<file path="src/design/sseh_defines.svh">
`ifndef SSEH_DEFINES_SVH
`define SSEH_DEFINES_SVH
// Functional notes
// - Save command writes working configuration into non-volatile storage.
// - Count completed saves; warn with wear code once count exceeds 1000.
// - Always attempt the write, whatever the save count holds.
// - Save asks for confirmation; only upper-case Y lets it proceed.
// - Non-Y save answer with altered transmission settings restores stored ones.
// - Characters between save letter and carriage return give parameter-count error.
// - Failed non-volatile write reports save-failure code.
// - Successful save replies with success message and running save total.
// - Save answered N is abandoned without writing, aborted message sent.
// - Save answered lower-case y is abandoned and invalid-parameter code reported.
// - Exit n goes to normal mode, confirming with Y when settings unsaved.
// - Exit n and i wait 3 seconds after the response before switching.
// - Exit i goes to init mode with the same confirmation when unsaved.
// - Entering init mode reloads settings from non-volatile storage.
// - Exit N switches to normal mode at once, no confirmation, no hold.
// - Exit I switches to init mode at once, no confirmation, no hold, reloading.
// - Unknown command, wrong count, out-of-range value give their error codes.
// - Carrying out a transfer to normal mode sends a returning message.
// - Exit confirmation other than Y or N reports invalid parameter, stays.

// Characters
`define SSEH_CH_CR 8'h0D
`define SSEH_CH_SP 8'h20
`define SSEH_CH_SAVE 8'h73
`define SSEH_CH_EXIT 8'h78
`define SSEH_CH_UY 8'h59
`define SSEH_CH_UN 8'h4E
`define SSEH_CH_LY 8'h79
`define SSEH_CH_LN 8'h6E
`define SSEH_CH_LI 8'h69
`define SSEH_CH_UI 8'h49
// Save counter
`define SSEH_SAVE_LIMIT 16'h03E8
`define SSEH_CNT_RST 16'h0000
// Timing
`define SSEH_CLK_HZ 25000000
`define SSEH_HOLD_MS 3000
`define SSEH_HOLD_CYCLES ((`SSEH_CLK_HZ / 1000) * `SSEH_HOLD_MS)
`endif

</file>
<file path="src/design/sseh_pkg.sv">
package sseh_pkg;
   // Message codes toward the text formatter
   typedef enum logic [3:0] {
      MSG_NONE = 4'h0,
      MSG_SAVE_PROMPT = 4'h1,
      MSG_SAVE_OK = 4'h2,
      MSG_SAVE_ABORT = 4'h3,
      MSG_EXIT_PROMPT = 4'h4,
      MSG_RET_NORMAL = 4'h5,
      MSG_RET_INIT = 4'h6,
      MSG_E001 = 4'h7,
      MSG_E002 = 4'h8,
      MSG_E003 = 4'h9,
      MSG_E004 = 4'hA,
      MSG_E005 = 4'hB
   } sseh_msg_type;

   typedef struct packed {
      sseh_msg_type code;
      logic [15:0] count;
   } sseh_resp_type;

   typedef enum logic [3:0] {
      ST_IDLE = 4'h0,
      ST_SAVE_END = 4'h1,
      ST_SAVE_CONF = 4'h2,
      ST_SAVE_WR = 4'h3,
      ST_SAVE_WARN = 4'h4,
      ST_EXIT_SP = 4'h5,
      ST_EXIT_ARG = 4'h6,
      ST_EXIT_END = 4'h7,
      ST_EXIT_CONF = 4'h8,
      ST_HOLD = 4'h9,
      ST_SKIP = 4'hA
   } sseh_state_type;
endpackage : sseh_pkg

</file>
<file path="src/design/sseh_top.sv">
`timescale 1ns/1ps
`include "sseh_defines.svh"
module sseh_top import sseh_pkg::*; #(
   parameter int HOLD_CYCLES = `SSEH_HOLD_CYCLES,
   parameter int CNT_W = 16
) (
   input wire logic clock,
   input wire logic rstn,
   input wire logic clk_en,
   input wire logic rx_valid,
   input wire logic [7:0] rx_char,
   input wire logic cfg_changed,
   input wire logic tx_changed,
   input wire logic nvm_done,
   input wire logic nvm_fail,
   output logic resp_valid,
   output sseh_resp_type resp,
   output logic nvm_write,
   output logic restore_tx,
   output logic reload_cfg,
   output logic go_normal,
   output logic go_init,
   output logic unsaved,
   output logic busy
);

   sseh_state_type state_ff, nxt_state;
   logic [CNT_W-1:0] save_cnt_ff, nxt_save_cnt;
   logic [31:0] hold_ff, nxt_hold;
   logic target_init_ff, nxt_target_init;
   logic fast_ff, nxt_fast;
   sseh_msg_type skip_err_ff, nxt_skip_err;
   logic unsaved_ff, tx_dirty_ff;
   logic resp_valid_ff, nxt_resp_valid;
   sseh_resp_type resp_ff, nxt_resp;
   logic nvm_write_ff, nxt_nvm_write;
   logic restore_tx_ff, nxt_restore_tx;
   logic reload_ff, nxt_reload;
   logic go_normal_ff, nxt_go_normal;
   logic go_init_ff, nxt_go_init;
   logic busy_ff;
   logic save_clr, reload_clr;

   // Character decode, shared by the states that read characters (all but ST_SAVE_WR, ST_SAVE_WARN and ST_HOLD)
   wire is_cr = rx_valid && (rx_char == `SSEH_CH_CR);
   wire is_sp = rx_valid && (rx_char == `SSEH_CH_SP);
   wire is_uy = rx_valid && (rx_char == `SSEH_CH_UY);
   wire is_un = rx_valid && (rx_char == `SSEH_CH_UN);
   wire is_ly = rx_valid && (rx_char == `SSEH_CH_LY);
   wire arg_n = rx_char == `SSEH_CH_LN;
   wire arg_i = rx_char == `SSEH_CH_LI;
   wire arg_bn = rx_char == `SSEH_CH_UN;
   wire arg_bi = rx_char == `SSEH_CH_UI;
   wire arg_ok = arg_n || arg_i || arg_bn || arg_bi;
   wire [CNT_W-1:0] cnt_inc = save_cnt_ff + CNT_W'(1);
   wire [CNT_W-1:0] cnt_sat = (&save_cnt_ff) ? save_cnt_ff : cnt_inc;
   // Wear warning compares the updated total against the limit
   wire over_limit = cnt_sat > CNT_W'(`SSEH_SAVE_LIMIT);
   wire hold_done = hold_ff == 32'(HOLD_CYCLES - 1);
   // Busy is registered from the next state so it lines up with the state register
   wire nxt_busy = (nxt_state == ST_SAVE_WR) || (nxt_state == ST_HOLD);

   // Main sequencer
   always_comb begin
      nxt_state = state_ff;
      nxt_save_cnt = save_cnt_ff;
      nxt_hold = hold_ff;
      nxt_target_init = target_init_ff;
      nxt_fast = fast_ff;
      nxt_skip_err = skip_err_ff;
      nxt_resp_valid = 1'b0;
      nxt_resp = resp_ff;
      nxt_nvm_write = 1'b0;
      nxt_restore_tx = 1'b0;
      nxt_reload = 1'b0;
      nxt_go_normal = 1'b0;
      nxt_go_init = 1'b0;
      save_clr = 1'b0;
      reload_clr = 1'b0;
      unique case (state_ff)
         ST_IDLE: begin
            if (rx_valid && !is_cr) begin
               if (rx_char == `SSEH_CH_SAVE) begin
                  nxt_state = ST_SAVE_END;
               end else if (rx_char == `SSEH_CH_EXIT) begin
                  nxt_state = ST_EXIT_SP;
               end else begin
                  nxt_skip_err = MSG_E001;
                  nxt_state = ST_SKIP;
               end
            end
         end
         ST_SAVE_END: begin
            if (is_cr) begin
               nxt_resp_valid = 1'b1;
               nxt_resp = '{code: MSG_SAVE_PROMPT, count: 16'(save_cnt_ff)};
               nxt_state = ST_SAVE_CONF;
            end else if (rx_valid) begin
               nxt_skip_err = MSG_E002;
               nxt_state = ST_SKIP;
            end
         end
         ST_SAVE_CONF: begin
            if (is_uy) begin
               nxt_nvm_write = 1'b1;
               nxt_state = ST_SAVE_WR;
            end else if (rx_valid) begin
               nxt_restore_tx = tx_dirty_ff;
               nxt_resp_valid = 1'b1;
               nxt_resp = '{code: MSG_SAVE_ABORT, count: 16'(save_cnt_ff)};
               // Any non-N answer is also flagged as an invalid value
               if (!is_un) begin
                  nxt_state = ST_SAVE_WARN;
               end else begin
                  nxt_state = ST_IDLE;
               end
            end
         end
         ST_SAVE_WR: begin
            if (nvm_done) begin
               nxt_resp_valid = 1'b1;
               if (nvm_fail) begin
                  nxt_resp = '{code: MSG_E005, count: 16'(save_cnt_ff)};
                  nxt_state = ST_IDLE;
               end else begin
                  save_clr = 1'b1;
                  nxt_save_cnt = cnt_sat;
                  nxt_resp = '{code: MSG_SAVE_OK, count: 16'(cnt_sat)};
                  nxt_state = over_limit ? ST_SAVE_WARN : ST_IDLE;
               end
            end
         end
         ST_SAVE_WARN: begin
            // Second message of a pair; the code depends on the first
            nxt_resp_valid = 1'b1;
            nxt_resp.code = (resp_ff.code == MSG_SAVE_OK) ? MSG_E004 : MSG_E003;
            nxt_state = ST_IDLE;
         end
         ST_EXIT_SP: begin
            if (is_sp) begin
               nxt_state = ST_EXIT_ARG;
            end else if (rx_valid) begin
               nxt_skip_err = MSG_E002;
               nxt_state = is_cr ? ST_IDLE : ST_SKIP;
               nxt_resp_valid = is_cr;
               nxt_resp.code = MSG_E002;
            end
         end
         ST_EXIT_ARG: begin
            if (is_cr) begin
               nxt_resp_valid = 1'b1;
               nxt_resp.code = MSG_E002;
               nxt_state = ST_IDLE;
            end else if (rx_valid) begin
               nxt_target_init = arg_i || arg_bi;
               nxt_fast = arg_bn || arg_bi;
               nxt_skip_err = arg_ok ? MSG_E002 : MSG_E003;
               nxt_state = ST_EXIT_END;
            end
         end
         ST_EXIT_END: begin
            if (is_cr && skip_err_ff == MSG_E003) begin
               nxt_resp_valid = 1'b1;
               nxt_resp.code = MSG_E003;
               nxt_state = ST_IDLE;
            end else if (is_cr && fast_ff) begin
               // Immediate exit skips prompt and hold
               nxt_go_init = target_init_ff;
               nxt_go_normal = !target_init_ff;
               nxt_reload = target_init_ff;
               reload_clr = target_init_ff;
               nxt_resp_valid = 1'b1;
               nxt_resp.code = target_init_ff ? MSG_RET_INIT : MSG_RET_NORMAL;
               nxt_state = ST_IDLE;
            end else if (is_cr && unsaved_ff) begin
               nxt_resp_valid = 1'b1;
               nxt_resp.code = MSG_EXIT_PROMPT;
               nxt_state = ST_EXIT_CONF;
            end else if (is_cr) begin
               nxt_resp_valid = 1'b1;
               nxt_resp.code = target_init_ff ? MSG_RET_INIT : MSG_RET_NORMAL;
               nxt_hold = 32'h0;
               nxt_state = ST_HOLD;
            end else if (rx_valid) begin
               nxt_state = ST_SKIP;
            end
         end
         ST_EXIT_CONF: begin
            if (is_uy) begin
               nxt_resp_valid = 1'b1;
               nxt_resp.code = target_init_ff ? MSG_RET_INIT : MSG_RET_NORMAL;
               nxt_hold = 32'h0;
               nxt_state = ST_HOLD;
            end else if (is_un) begin
               nxt_state = ST_IDLE;
            end else if (rx_valid) begin
               nxt_resp_valid = 1'b1;
               nxt_resp.code = MSG_E003;
               nxt_state = ST_IDLE;
            end
         end
         ST_HOLD: begin
            // Gives the host time to read the response before the link changes
            nxt_hold = hold_ff + 32'h1;
            if (hold_done) begin
               nxt_go_init = target_init_ff;
               nxt_go_normal = !target_init_ff;
               nxt_reload = target_init_ff;
               reload_clr = target_init_ff;
               nxt_state = ST_IDLE;
            end
         end
         ST_SKIP: begin
            if (is_cr) begin
               nxt_resp_valid = 1'b1;
               nxt_resp.code = skip_err_ff;
               nxt_state = ST_IDLE;
            end
         end
         default: begin
            nxt_state = ST_IDLE;
         end
      endcase
   end

   // Sequencer and pulse registers
   always_ff @(posedge clock or negedge rstn) begin
      if (!rstn) begin
         state_ff <= ST_IDLE;
         save_cnt_ff <= CNT_W'(`SSEH_CNT_RST);
         hold_ff <= 32'h0;
         target_init_ff <= 1'b0;
         fast_ff <= 1'b0;
         skip_err_ff <= MSG_E001;
         resp_valid_ff <= 1'b0;
         resp_ff <= '{code: MSG_NONE, count: 16'h0000};
         nvm_write_ff <= 1'b0;
         restore_tx_ff <= 1'b0;
         reload_ff <= 1'b0;
         go_normal_ff <= 1'b0;
         go_init_ff <= 1'b0;
         busy_ff <= 1'b0;
      end else if (clk_en) begin
         state_ff <= nxt_state;
         save_cnt_ff <= nxt_save_cnt;
         hold_ff <= nxt_hold;
         target_init_ff <= nxt_target_init;
         fast_ff <= nxt_fast;
         skip_err_ff <= nxt_skip_err;
         resp_valid_ff <= nxt_resp_valid;
         resp_ff <= nxt_resp;
         nvm_write_ff <= nxt_nvm_write;
         restore_tx_ff <= nxt_restore_tx;
         reload_ff <= nxt_reload;
         go_normal_ff <= nxt_go_normal;
         go_init_ff <= nxt_go_init;
         busy_ff <= nxt_busy;
      end
   end

   // Unsaved and transmission-dirty flags; a change in the clearing cycle wins
   always_ff @(posedge clock or negedge rstn) begin
      if (!rstn) begin
         unsaved_ff <= 1'b0;
         tx_dirty_ff <= 1'b0;
      end else if (clk_en) begin
         unsaved_ff <= cfg_changed || tx_changed || (unsaved_ff && !save_clr && !reload_clr);
         tx_dirty_ff <= tx_changed || (tx_dirty_ff && !save_clr && !reload_clr && !nxt_restore_tx);
      end
   end

   assign resp_valid = resp_valid_ff;
   assign resp = resp_ff;
   assign nvm_write = nvm_write_ff;
   assign restore_tx = restore_tx_ff;
   assign reload_cfg = reload_ff;
   assign go_normal = go_normal_ff;
   assign go_init = go_init_ff;
   assign unsaved = unsaved_ff;
   assign busy = busy_ff;
endmodule : sseh_top

</file>
<file path="config.mk">
export PLATFORM = sky130hd
export DESIGN_NAME = sseh_top
export DESIGN_NICKNAME = d
export VERILOG_FILES = /design/src/design/sseh_pkg.sv /design/src/design/sseh_top.sv
export VERILOG_INCLUDE_DIRS = /design/src /design/src/design
export SDC_FILE = /design/constraint.sdc
export NUM_CORES = 1
export LEC_CHECK = 0
export BUFFER_PORTS_ARGS = -buffer_cell sky130_fd_sc_hd__clkbuf_2
export CAP_MARGIN = 25
export CORE_ASPECT_RATIO = 0.8
export CORE_MARGIN = 2
export CORE_UTILIZATION = 40
export DETAILED_ROUTE_END_ITERATION = 12
export PLACE_DENSITY_LB_ADDON = 0.05
export SYNTH_ARGS = -nofsm -noshare
export SYNTH_HDL_FRONTEND = slang
export SYNTH_SLANG_ARGS = --single-unit
</file>
<file path="constraint.sdc">
create_clock -name clock -period 3.4 [get_ports clock]
set_input_delay 0 -clock clock [delete_from_list [all_inputs] [get_ports clock]]
set_output_delay 0 -clock clock [all_outputs]
set_load 0.02 [all_outputs]
</file>
Yosys cells after proc, flatten, opt, wreduce, memory -nomap -nowiden
Cells that the tools add are included.
{ "word_totals": {"ff_bits": 86, "latchBits": 0, "mem_bits_rw": 0, "romBits": 0, "out_inout_bits": 28, "memories": 0} }
{ "op_classes": {"addsub": 2, "mul": 0, "div_mod_pow": 0, "n_lt_le_gt_ge": 1, "eq_ne": 46, "shifts": 0, "n_mux": 91, "n_bitwise": 2, "reduce_logical": 40} }
{ "op_table": {"columns": ["cell", "n"], "rows": [
  ["2-to-1 mux 4 bit", 41],
  ["2-to-1 mux 32 bit", 5],
  ["2-to-1 mux 20 bit", 5],
  ["case mux 32 bit (3 select lines)", 1],
  ["equality test 8 x 7 -> 1 bit (second input constant)", 7],
  ["case mux 16 bit (3 select lines)", 1],
  ["case mux 4 bit (10 select lines)", 1],
  ["!= test 2 bit (second input constant)", 19],
  ["case mux 4 bit (9 select lines)", 1],
  ["adder 32 x 1 -> 32 bit (second input constant)", 1],
  ["equality test 32 x 27 -> 1 bit (second input constant)", 1],
  ["2-to-1 mux 1 bit", 26],
  ["equality test 4 bit (second input constant)", 5],
  ["adder 16 x 1 -> 16 bit (second input constant)", 1],
  ["equality test 4 x 2 -> 1 bit (second input constant)", 4],
  ["equality test 4 x 3 -> 1 bit (second input constant)", 4],
  ["> comparator 16 x 10 -> 1 bit (second input constant)", 1],
  ["2-to-1 mux 16 bit", 1],
  ["case mux 4 bit (4 select lines)", 1],
  ["AND reduction 16 bit", 1],
  ["logical AND 1 bit", 13],
  ["AND reduction 13 bit", 1],
  ["logical OR 1 bit", 9],
  ["2-to-1 mux 3 bit", 3],
  ["19 further kinds", 29]
]} }

Depth between registers and ports, before layout
Gate-level depths: netlist (run 1).
{ "logic_depth": {"depth_word": 10, "depth_mapped": 10, "depth_no_buf": 8} }

Worst setup path after synthesis (run 1)
No wires, ideal clock.
{ "synth_path": {"path_type": "register to register", "start": "register save_cnt_ff[1]", "end": "register busy_ff (netlist: busy)", "setup_time_ns": 0.067, "t_arrival_ns": 2.418, "required_ns": 3.333, "slack_ns": 0.915, "stages_incl_launch_ff": 9, "n_path_buf": 1, "synth_period_minus_slack_ns": 2.485, "path_cell_list": "dfrtp_1 -> ha_1 -> nand4_1 -> nor4_2 -> or3_1 -> clkbuf_1 -> o21ai_0 -> a2111oi_2 -> a32o_1"} }
{ "synth_between": {"elab_chain_len": 9, "elab_cells_between_ends": 11} }
{ "synth_lines": {"columns": ["item", "line_no", "text"], "rows": [
  ["start, declared", "sseh_top.sv:28", "logic [CNT_W-1:0] save_cnt_ff, nxt_save_cnt;"],
  ["start signal, assigned", "sseh_top.sv:230", "save_cnt_ff <= CNT_W'(`SSEH_CNT_RST);"],
  ["start signal, assigned", "sseh_top.sv:245", "save_cnt_ff <= nxt_save_cnt;"],
  ["adder 16 x 1 -> 16 bit / AND reduction 16 bit (equally long branches)", "sseh_top.sv:55, sseh_top.sv:56", null],
  ["2-to-1 mux 16 bit (*)", "sseh_top.sv:56", "wire [CNT_W-1:0] cnt_sat = (&save_cnt_ff) ? save_cnt_ff : cnt_inc;"],
  ["> comparator 16 x 10 -> 1 bit (*)", "sseh_top.sv:58", "wire over_limit = cnt_sat > CNT_W'(`SSEH_SAVE_LIMIT);"],
  ["2-to-1 mux 3 bit (*)", "sseh_top.sv:129", "nxt_state = over_limit ? ST_SAVE_WARN : ST_IDLE;"],
  ["2-to-1 mux 3 bit (*)", "sseh_top.sv:122", "if (nvm_fail) begin"],
  ["2-to-1 mux 4 bit (*)", "sseh_top.sv:120", "if (nvm_done) begin"],
  ["case mux 4 bit (10 select lines) (*)", "sseh_top.sv:80", "unique case (state_ff)"],
  ["equality test 4 x 2 -> 1 bit / equality test 4 bit (equally long branches)", "sseh_top.sv:61", "wire nxt_busy = (nxt_state == ST_SAVE_WR) || (nxt_state == ST_HOLD);"],
  ["logical OR 1 bit (*)", "sseh_top.sv:61", null],
  ["end signal, assigned", "sseh_top.sv:257", "busy_ff <= nxt_busy;"],
  ["end, declared", "sseh_top.sv:41", "logic busy_ff;"]
]} }
Mark *: on every way between the ends. The rest lies on a longest branch, timed or not.
A chain may end at the register's enable or synchronous reset.

Worst setup path in the final report (run 1)
{ "layout_path": {"start": "register save_cnt_ff[0]", "end": "register busy_ff (netlist: busy)"} }
Same word-level chain as after synthesis.

==> summary.md, run 1 <==
| Metric | Value |
|---|---|
| Top cells by area, synth | dfrtp_1, o21ai_0, nand2_1 |
| Synth Net Count | roughly 660 |
| Residual DRC | 0 |
| I/O Buffers | 43 |
| Drt total wl | 13,700 um |
| CP max-delay cell | dfrtp_1 |
| Clock Skews | 0.00755 ns |
| Antenna-violating nets left | 0 |
| Avg Inst Size Synth | 8.32 um2 |
| Crit path buffers/inverters | 0 |
| Vias in the first global route | about 4.5k |
| Hold EP | tx_dirty_ff |
| Pwr Total | 3.27 mW |
| Via density | about 5.6 |
| Num rows | 37 |
| GP Congestion | ~0.92 |
| CP endpoint kind | flop |
| Core Region | 0.0130 mm2 |
| Post-cts sizing count | 0 |
| EDFF count, synth | 0 |
| Area grow syn2layout | 13.7% |
| Placed cell area | 0.00572 mm2 |
| Util after Layout | 0.469 |
| GRT Total Usage | 0.205 |
| Pleak | around 2.5 nW |
| CP max stage delay | 0.47 ns |
| Status | finished clean |
| Top post-synthesis cells by count | dfrtp_1, nand2_1, o21ai_0 |
| Final hold vios | 0 |
| Cell family with most CP delay | compound AO/OA/AOI/OAI gates |
| Worst Reg-to-Reg Cells | 8 |
| # fillers | 1,315 |
| Terminus of the critical flop-to-flop path | busy |
| Total of max-cap violations | 0 |
| Share of cells above drive strength 1 | 0.155 |
| Wire per inst | 16.0 um |
| Layout Nets | 696 |
| Initial DRC Count | 539 |
| Maximum VDD drop | 0.374 mV |
| Tmin final | between 2 and 3 ns |
| Drt pass-1 iters | 5 |
| Multi-input gate area | 0.00298 mm2 |
| Top_reg_cell synth | dfrtp_1 |
| Synth top area share | 0.388 |
| Crit-path cells | ha_1, nand4_1, nor4_1, mux2i_1, nand4_1, o31a_1, a2111oi_2, a32o_1 |
| Antenna violations before repair | 0 |
| Ports | 44 |
| H-Tree Depth | 3 |
| Worst Path Required | 3.69 ns |
| Distinct cells, synth | 74 |
| Min-delay worst type | input pin to flop |
| CP arrival | 3.15 ns |
| Pwr/cell area | 538 mW/mm2 |
| Initial Util | 0.413 |
| Ys Warns | 0 |
| Setup TNS | 0 ns |
| Register area | 0.00213 mm2 |
| Hold slack | 0.148 ns |
| Root buf cell | clkbuf_16 |
| Slew Viols, Final | 0 |
| Ys async rst share | 1.00 |
| Clock Tree Buf Depth | 2 |
| R2R Setup Slk | 0.54 ns |
| GR Overflow Total | 0 |
| Synth area leader | dfrtp_1 |
| Critical path class | flop to flop |
| Max frequency | approximately 350 MHz |
| Clock Latency Late Sink | roughly 0.35 ns |
| Clock Sinks | 85 |
| Die W | about 130 um |
| CP most frequent cell | nand4_1 |
| RSZ-0062 raised after global routing | false |
| Hold-critical path depth | 3 |
| CTS tree | yes |
| Worst rel slew slack | 0.412 |
| Synthesized flop and latch total | 85 |
| Min-delay src | clk_en |
| TritonCTS Buffers | 9 |
| Die Height | 107 um |
| Post-Syn Instances | 643 |
| CP Launch Type | flop |
| First-pass GRT wire length | about 23,000 um |
| Sequential fraction of the synthesis area | 0.398 |
| N_diodes | 0 |
| Final setup vio count | 0 |
| Tightest Pin Transition | 0.882 ns |
| Period Utilization, post-route | 0.840 |
| Die area | between 0.01 and 0.015 mm2 |
| Cell area after layout | 0.00608 mm2 |
| FF-to-FF Start | save_cnt_ff[0] |
| Worst-path fanout max | 8 |
| Cell area after synthesis | 0.00535 mm2 |
| Most frequent cell after synthesis | dfrtp_1 |
| DPL Wire Length | roughly 9900 um |
| Clk slew on worst S/H paths | 0.07 ns |
| Via count | 4,826 |
| Largest net degree at the start of global routing | 74 |
-- what timing repair did --
item	in CTS	in global routing
hold buffers	4	1
setup buffers	0	0
hold endpoints to repair	73	2
-- area by class of cell --
cell class              instances  share of cell area
inverters                      19              0.0117
clock buffers                  11              0.0415
well taps                     175              0.0360
multi-input cells             500               0.490
clock inverters                 4             0.00514
repair buffers                 63              0.0658
flip-flops and latches         85               0.350
-- sequential cells by signal, summed over array words and instances, names as in the netlist --
signal	cells
hold_ff	32
resp	20
save_cnt_ff	16
state_ff	4
skip_err_ff	3
busy	1
fast_ff	1
go_init	1
go_normal	1
nvm_write	1
resp_valid	1
restore_tx	1
target_init_ff	1
tx_dirty_ff	1
unsaved	1
-- tightest hold or removal path, delay by kind of cell --
kind	cells	cell delay, ns
buf+inv	1	0.28
simple gates	2	0.17
-- report_power, final --
part / total (mW) / leakage, nW / switching (mW) / internal (mW)
clock network: 0.959 / 0.130 / 0.425 / 0.534
logic: 0.970 / 1.20 / 0.606 / 0.365
registers: 1.34 / 1.14 / 0.174 / 1.17
total: 3.27 / 2.47 / 1.20 / 2.07
-- worst max path at each step --
| stage | slack, ns | cells after the start | to | start |
|---|---|---|---|---|
| 3_5_place_dp | 0.57 | 8 | busy | save_cnt_ff[0] |
| 3_3_place_gp | 0.66 | 6 | hold_ff[17] | state_ff[2] |
| 6_report | 0.54 | 8 | busy | save_cnt_ff[0] |
| 5_1_grt | 0.29 | 8 | hold_ff[5] | state_ff[2] |
| 2_1_floorplan | 0.91 | 8 | busy | save_cnt_ff[1] |
| 4_1_cts | 0.55 | 8 | busy | save_cnt_ff[0] |
-- placed cells by master, fill, tap and decap left out, types with 6 or more instances in the layout --
| cell type | n |
|---|---|
| dfrtp_1 | 83 |
| nand2_1 | 81 |
| o21ai_0 | 77 |
| nor2_1 | 64 |
| clkbuf_2 | 42 |
| a21oi_1 | 28 |
| nand3_1 | 23 |
| nor3_1 | 22 |
| inv_1 | 18 |
| xnor2_1 | 17 |
| or3_1 | 16 |
| xor2_1 | 15 |
| buf_4 | 15 |
| nand4_1 | 12 |
| nand2b_1 | 11 |
| and3_1 | 10 |
| mux2_2 | 9 |
| clkbuf_16 | 9 |
| nor2b_1 | 6 |
| a31oi_1 | 6 |
-- cell families (layout without fill, tap and decap cells) --
family,after synthesis,after routing,synth area share
XOR/XNOR,32,32,0.0524
AND/OR/NAND/NOR,292,292,0.285
AO/OA/AOI/OAI,160,160,0.186
buffers and inverters,58,97,0.0454
adder cells (fa/ha/maj),2,2,0.00468
flip-flops,85,85,0.398
multiplexers,14,14,0.0283
-- stage by stage --
step / worst slack [ns] / instances
floorplan: 0.915 / 643
global placement: 0.657 / 836
detailed placement: 0.566 / 836
CTS: 0.546 / 855
global route: 0.289 / 857
finish: 0.542 / 857
-- per-layer routing --
metal | vias up | GRT usage | wire length, um
met4 | 0 | 0.0570 | 179
met2 | 138 | 0.291 | 5820
met5 | - | 0 | 0
li1 | 2372 | - | -
met3 | 15 | 0.0570 | 784
met1 | 2301 | 0.303 | 6920
(Power assumes the default switching activity.)
==> run 2: changes to the inputs <==
Settings changed: ABC_AREA from default to 1.
Clock period 3.4 ns to 2.8 ns, I/O delays scaled along.
==> run 2 against run 1 <==
Sequential share of layout area decreased by 2.6 points. Cell count is 28% higher. Sequential cell count unchanged. Total power is 72% higher. Global-route usage increased by 3.5 points. Die area is 10% higher. Sequential power up 54%. Largest cell class unchanged. Largest power group is now combinational logic. Highest routed layer unchanged.
==> summary.md, run 2 <==
| Metric | Value |
|---|---|
| Wire per inst | 16.3 um |
| Hold slack | 0.0420 ns |
| Status | finished clean |
| CTS tree | yes |
| Largest register FFs | 32 |
| Simple-Gate Fraction of Synth Area | 0.372 |
| Avg Inst Size Synth | 6.79 um2 |
| Crit-path cells | inv_2, nand2_4, nor2_2, nand2_1, nor2_1, inv_1, nor2_4, inv_1, nand2_1, o21ai_0 |
| Post-Synth XOR/XNOR Area | 0.0326 |
| Cell area after synthesis | 0.00591 mm2 |
| Clock Latency Late Sink | 0.35 ns |
| Top cells by area, synth | dfrtp_1, nand2_1, nor2_1 |
| Ports | 44 |
| Sequential fraction of the synthesis area | 0.360 |
| Setup Slack @ Placement | 0.420 ns |
| Vias in the first global route | 5,756 |
| Pwr/cell area | 856 mW/mm2 |
| Most common cell after layout, fill and taps aside | nand2_1 |
| Num rows | 39 |
| CP Launch Type | flop |
| First-pass GRT wire length | 30,100 um |
| Tightest Pin Transition | 0.585 ns |
| Top post-synthesis cells by count | nand2_1, nor2_1, inv_1 |
| GP Congestion | slightly above 1 |
| Via density | between 5 and 6 |
| Cell family with most CP delay | simple AND/OR/NAND/NOR gates |
| Initial Util | 0.412 |
| Synth Net Count | 888 |
| Worst rel slew slack | 0.610 |
| CP endpoint kind | flop |
| Clk slew on worst S/H paths | 0.07 ns |
| Antenna violations before repair | 0 |
| Final hold vios | 0 |
| Synth top area share | 0.352 |
| Slew Viols, Final | 0 |
| Post-Syn Instances | 870 |
| Core Region | about 0.014 mm2 |
| Crit path buffers/inverters | 3 |
| H-Tree Depth | 3 |
| CP max-delay cell | dfrtp_1 |
| GR Overflow Total | 0 |
| Setup repair bufs after CTS | 0 |
| Die Height | about 110 um |
| Ys Warns | 0 |
| Worst Path Required | 3.03 ns |
| Area grow syn2layout | 11.2% |
| Via count | 5,889 |
| Total of max-cap violations | 0 |
| GRT Total Usage | 0.240 |
| Largest reg by FF count | hold_ff |
| Mux cell area share after synthesis | 0 |
| Min-delay src | rx_char[5] |
| Clock Sinks | 85 |
| Post-CTS Hold Buffers | 4 |
| Critical path class | flop to flop |
| Antenna-violating nets left | 0 |
| Tmin final | 2.37 ns |
| Largest family of logic cells by synthesized area | simple AND/OR/NAND/NOR gates |
| RSZ-0062 raised after global routing | false |
| PnR worst setup slack | 0.427 ns |
| Post-synthesis compound-gate area fraction | 0.139 |
| Top_reg_cell synth | dfrtp_1 |
| Adder-Cell Fraction of Synth Area | 0.00424 |
| Hold-critical path depth | 3 |
| Ys async rst share | 1.00 |
| Worst-path fanout max | 25 |
| Die area | 0.0158 mm2 |
| Synthesized flop and latch total | 85 |
| Most frequent cell after synthesis | nand2_1 |
| FF-to-FF Start | state_ff[2] |
| Residual DRC | 0 |
| Most frequent cells in the layout | nand2_1, nor2_1, inv_1 |
| N_diodes | 0 |
| Worst Reg-to-Reg Cells | 10 |
| Min-delay worst type | input pin to flop |
| Post-cts sizing count | 0 |
| CP max stage delay | 0.48 ns |
| Die W | 140 um |
| DPL Wire Length | 13,800 um |
| Terminus of the critical flop-to-flop path | save_cnt_ff[1] |
| Pleak | 3.01 nW |
| Setup TNS | 0 ns |
| Clock Tree Buf Depth | 2 |
| Layout Nets | between 900 and 1k |
| Maximum VDD drop | around 0.47 mV |
| Distinct cells, synth | 48 |
| Share of cells above drive strength 1 | 0.128 |
| CP arrival | 2.61 ns |
| Root buf cell | clkbuf_16 |
| R2R Setup Slk | 0.43 ns |
| Largest net degree at the start of global routing | 37 |
| Synth area leader | dfrtp_1 |
| Final setup vio count | 0 |
| Period Utilization, post-route | 0.848 |
| TritonCTS Buffers | 9 |
| Drt pass-1 iters | 5 |
| Max frequency | roughly 420 MHz |
| Initial DRC Count | approximately 460 |
| Clock Skews | 0.0139 ns |
| Drt total wl | 17,900 um |
| Hold EP | fast_ff |
| EDFF count, synth | 0 |
| I/O Buffers | 43 |
run 2: cell types whose count changed in the layout (fill, tap and decap cells not counted), moves of 12 or more:
cell / delta
o21ai_1: +38
nor2_1: +42
o21ai_0: -21
xnor2_1: -15
inv_1: +79
nand4_1: +14
nand3_1: +31
nand2_1: +154
a21oi_1: -12
or3_1: -16
run 2: how the worst max path moves through the flow:
stage	start	endpoint	slack, ns	cells after the start
floorplan	save_cnt_ff[0]	state_ff[2]	1.06	15
global placement	state_ff[2]	save_cnt_ff[1]	0.37	9
detailed placement	state_ff[2]	save_cnt_ff[1]	0.42	10
CTS	state_ff[2]	save_cnt_ff[10]	0.40	10
global route	state_ff[2]	save_cnt_ff[1]	0.15	10
finish	state_ff[2]	save_cnt_ff[1]	0.43	10
run 2: worst min-delay path, delay by kind of cell:
family,cells,cell delay [ns]
AOI/OAI and AO/OA,1,0.07
buffers and inverters,1,0.15
and+or+nand+nor,1,0.12
run 2: cell type report:
type | instances | area [um2]
Tap cell | 184 | 230
Timing Repair Buffer | 51 | 288
Clock buffer | 11 | 243
Fill cell | 1504 | 7780
Inverter | 109 | 412
Multi-Input combinational cell | 655 | 3230
Clock inverter | 4 | 32.5
Sequential cell | 85 | 2130
run 2: metrics by stage:
| stage | power (mW) | instances | utilization | instance area [um2] |
|---|---|---|---|---|
| 2_1_floorplan | 3.77 | 870 | - | 5910 |
| 3_3_place_gp | 4.48 | 1080 | 0.436 | 6250 |
| 3_5_place_dp | 4.48 | 1080 | 0.436 | 6250 |
| 4_1_cts | 5.65 | 1099 | 0.458 | 6570 |
| 5_1_grt | 6.11 | 1099 | 0.458 | 6570 |
| 6_report | 5.62 | 1099 | 0.458 | 6570 |
run 2: metal layers:
layer / GRT usage / share of wire / wire, um
met4: 0.0813 / 0.018 / 316
met5: 0 / 0 / 0
met3: 0.0427 / 0.057 / 1020
met2: 0.357 / 0.42 / 7610
met1: 0.353 / 0.50 / 8970
run 2: report_power, final:
part           leakage (nW)  switching [mW]  internal (mW)  total [mW]
Sequential             1.06           0.414           1.66        2.07
Combinational          1.81            1.66          0.751        2.42
Clock                 0.128           0.509          0.625        1.13
run 2: cells by family (layout without fill, tap and decap cells):
logic type               after synthesis  count (layout)
AO/OA/AOI/OAI                        142             142
flip-flops                            85              85
adder cells (fa/ha/maj)                2               2
buffers and inverters                130             175
AND/OR/NAND/NOR                      489             489
XOR/XNOR                              22              22
==> run 3: changes to the inputs <==
Clock period 2.8 ns to 1.9 ns, I/O delays scaled along.
==> run 3 against run 2 <==
Highest routed layer unchanged. Cell count rose by 7.9%. Clock power rose by 74%. Largest cell class unchanged. The flow now finishes with violations (negative setup slack). Critical endpoint is now state_ff[2]. Via count rose by 5.3%. Largest power group unchanged. Sequential share of layout area fell by 4.2 points. Count of clock-buffer cells in the layout fell by 2.
==> summary.md, run 3 (synthesis results as in run 2) <==
| Metric | Value |
|---|---|
| Ports | 44 |
| Violated checks | negative setup slack |
| H-Tree Depth | 3 |
| Post-Place Cells | 1,161 |
| Wire per inst | 15.4 um |
| Largest net degree at the start of global routing | 46 |
| Pwr Total | between 9 and 10 mW |
| Status | complete, but fails checks |
| TritonCTS Buffers | 9 |
| Antenna-violating nets left | 0 |
| GR Overflow Total | 0 |
| CTS tree | yes |
| Drt pass-1 iters | 5 |
| First-pass GRT wire length | 30,300 um |
| Num rows | 39 |
| N_diodes | 0 |
| GRT Total Usage | 0.237 |
| Most frequent cells in the layout | nand2_1, inv_1, nor2_1 |
| Slew Viols, Final | 0 |
| Metal-1 WL | 9050 um |
| Min-delay src | rx_char[4] |
| Vias in the first global route | 5,852 |
| Initial DRC Count | 666 |
| CP Launch Type | flop |
| Layout Nets | ~1.0k |
| Antenna violations before repair | 0 |
| Clk slew on worst S/H paths | roughly 0.070 ns |
| Clock Skews | 0.00880 ns |
| Largest register FFs | 32 |
| Share of cells above drive strength 1 | 0.265 |
| Min-delay worst type | input pin to flop |
| Worst Path Required | between 2 and 2.5 ns |
| Maximum VDD drop | 0.905 mV |
| Critical path class | flop to flop |
| Tightest Pin Transition | 0.615 ns |
| Multi-input gate area | 0.00346 mm2 |
| # fillers | 1,449 |
| Root buf cell | clkbuf_16 |
| Pleak | 3.53 nW |
| Launch point of the worst path | save_cnt_ff[1] |
| PnR worst setup slack | -0.0182 ns |
| Via count | 6,203 |
| Residual DRC | 0 |
| Drt total wl | 18,200 um |
| Met2 wire length | 7730 um |
| Most common cell after layout, fill and taps aside | nand2_1 |
| Final hold vios | 0 |
| Final setup vio count | 1 |
| Total of max-cap violations | 0 |
| Core Region | 0.0143 mm2 |
| Die area | 0.0158 mm2 |
| Top sig layer | met4 |
| Die Height | 113 um |
| Fin cells | 1,186 |
| Via density | 5.23 |
| CP arrival | between 2 and 2.5 ns |
| DPL Wire Length | about 14,000 um |
| RSZ-0062 raised after global routing | true |
| Worst-path fanout max | 7 |
| Die W | roughly 140 um |
| Register area | 0.00214 mm2 |
| Largest reg by FF count | hold_ff |
| Period Utilization, post-route | 1.01 |
| Max frequency | 521 MHz |
| Initial Util | 0.412 |
| FF-to-FF Start | save_cnt_ff[1] |
| CP endpoint kind | flop |
| Worst rel slew slack | 0.590 |
| GP Congestion | 0.923 |
| I/O Buffers | 43 |
| Pwr/cell area | 1260 mW/mm2 |
| Clock Tree Buf Depth | 2 |
| Clock Sinks | 85 |
| Area grow syn2layout | 28.5% |
| Met3 WL | 1070 um |
| Clock Latency Late Sink | between 0.3 and 0.4 ns |
| Tmin final | 1.92 ns |
[run 3: cell types whose count changed in the layout (fill, tap and decap cells not counted), sizes merged]
cell      change
buf          +86
bufinv        +2
clkbuf        -2
clkinvlp      -2
inv           +2
clkinv        +1
[run 3: report_power, final]
part           total [mW]  internal, mW  switching (mW)
Sequential           3.04          2.46           0.581
Clock                1.97          1.17           0.803
Combinational        4.59          1.78            2.81
[run 3: layout make-up]
cell class,instances,area share
tap,184,0.0303
sequential,85,0.282
multi-input combinational,655,0.456
clock buffer,9,0.0297
timing repair buffer,137,0.133
inverter,109,0.0552
clock inverter,7,0.0135
[run 3: through the flow]
| step | hold WS, ns | instance area, um2 | utilization | setup TNS, ns | setup slack [ns] |
|---|---|---|---|---|---|
| 3_3_place_gp | 0.0476 | 6920 | 0.483 | -0.110 | -0.0581 |
| 5_1_grt | 0.0778 | 7590 | 0.529 | -0.337 | -0.146 |
| 6_report | 0.0490 | 7590 | 0.529 | -0.0182 | -0.0182 |
| 4_1_cts | 0.0435 | 7320 | 0.511 | -0.0507 | -0.0507 |
| 2_1_floorplan | -0.296 | 5910 | - | 0 | 0.156 |
| 3_5_place_dp | 0.0568 | 6920 | 0.483 | -0.229 | -0.0943 |
[run 3: critical path, stage by stage, from the launching register on]
cell	delay [ns]
dfrtp_1	0.42
ha_4	0.19
nand2_1	0.12
nor2_4	0.06
nand2_4	0.12
buf_4	0.12
nor2_1	0.03
nand2_1	0.05
nand2_1	0.05
nor2_1	0.18
nand2_1	0.10
nor2_2	0.10
nand2_1	0.06
nand2_1	0.06
nand2_1	0.05
nand2_1	0.05
nand2_1	0.06
[run 3: path summary, 6_finish.rpt]
check,end,slack [ns],depth (start not counted)
min,target_init_ff,0.05,4
max reg2reg,state_ff[2],-0.02,16
max,state_ff[2],-0.02,16
max in group asynchronous,skip_err_ff[0],1.03,3
min reg2reg,nvm_write,0.49,2
min in group asynchronous,resp[8],0.20,2
[run 3: routing by layer]
| layer | up-vias | GRT usage |
|---|---|---|
| met5 | - | 0 |
| met4 | 0 | 0.0713 |
| met3 | 25 | 0.0368 |
| met2 | 178 | 0.343 |
| met1 | 2885 | 0.363 |
| li1 | 3115 | - |
[run 3: repair_timing]
| action | CTS | global route |
|---|---|---|
| pin swaps | 2 | 20 |
| setup endpoints to repair | 7 | 67 |
| resized for setup | 9 | 74 |
| hold endpoints to repair | 45 | 0 |
| hold buffers | 4 | 0 |
| buffers inserted | 1 | 4 |
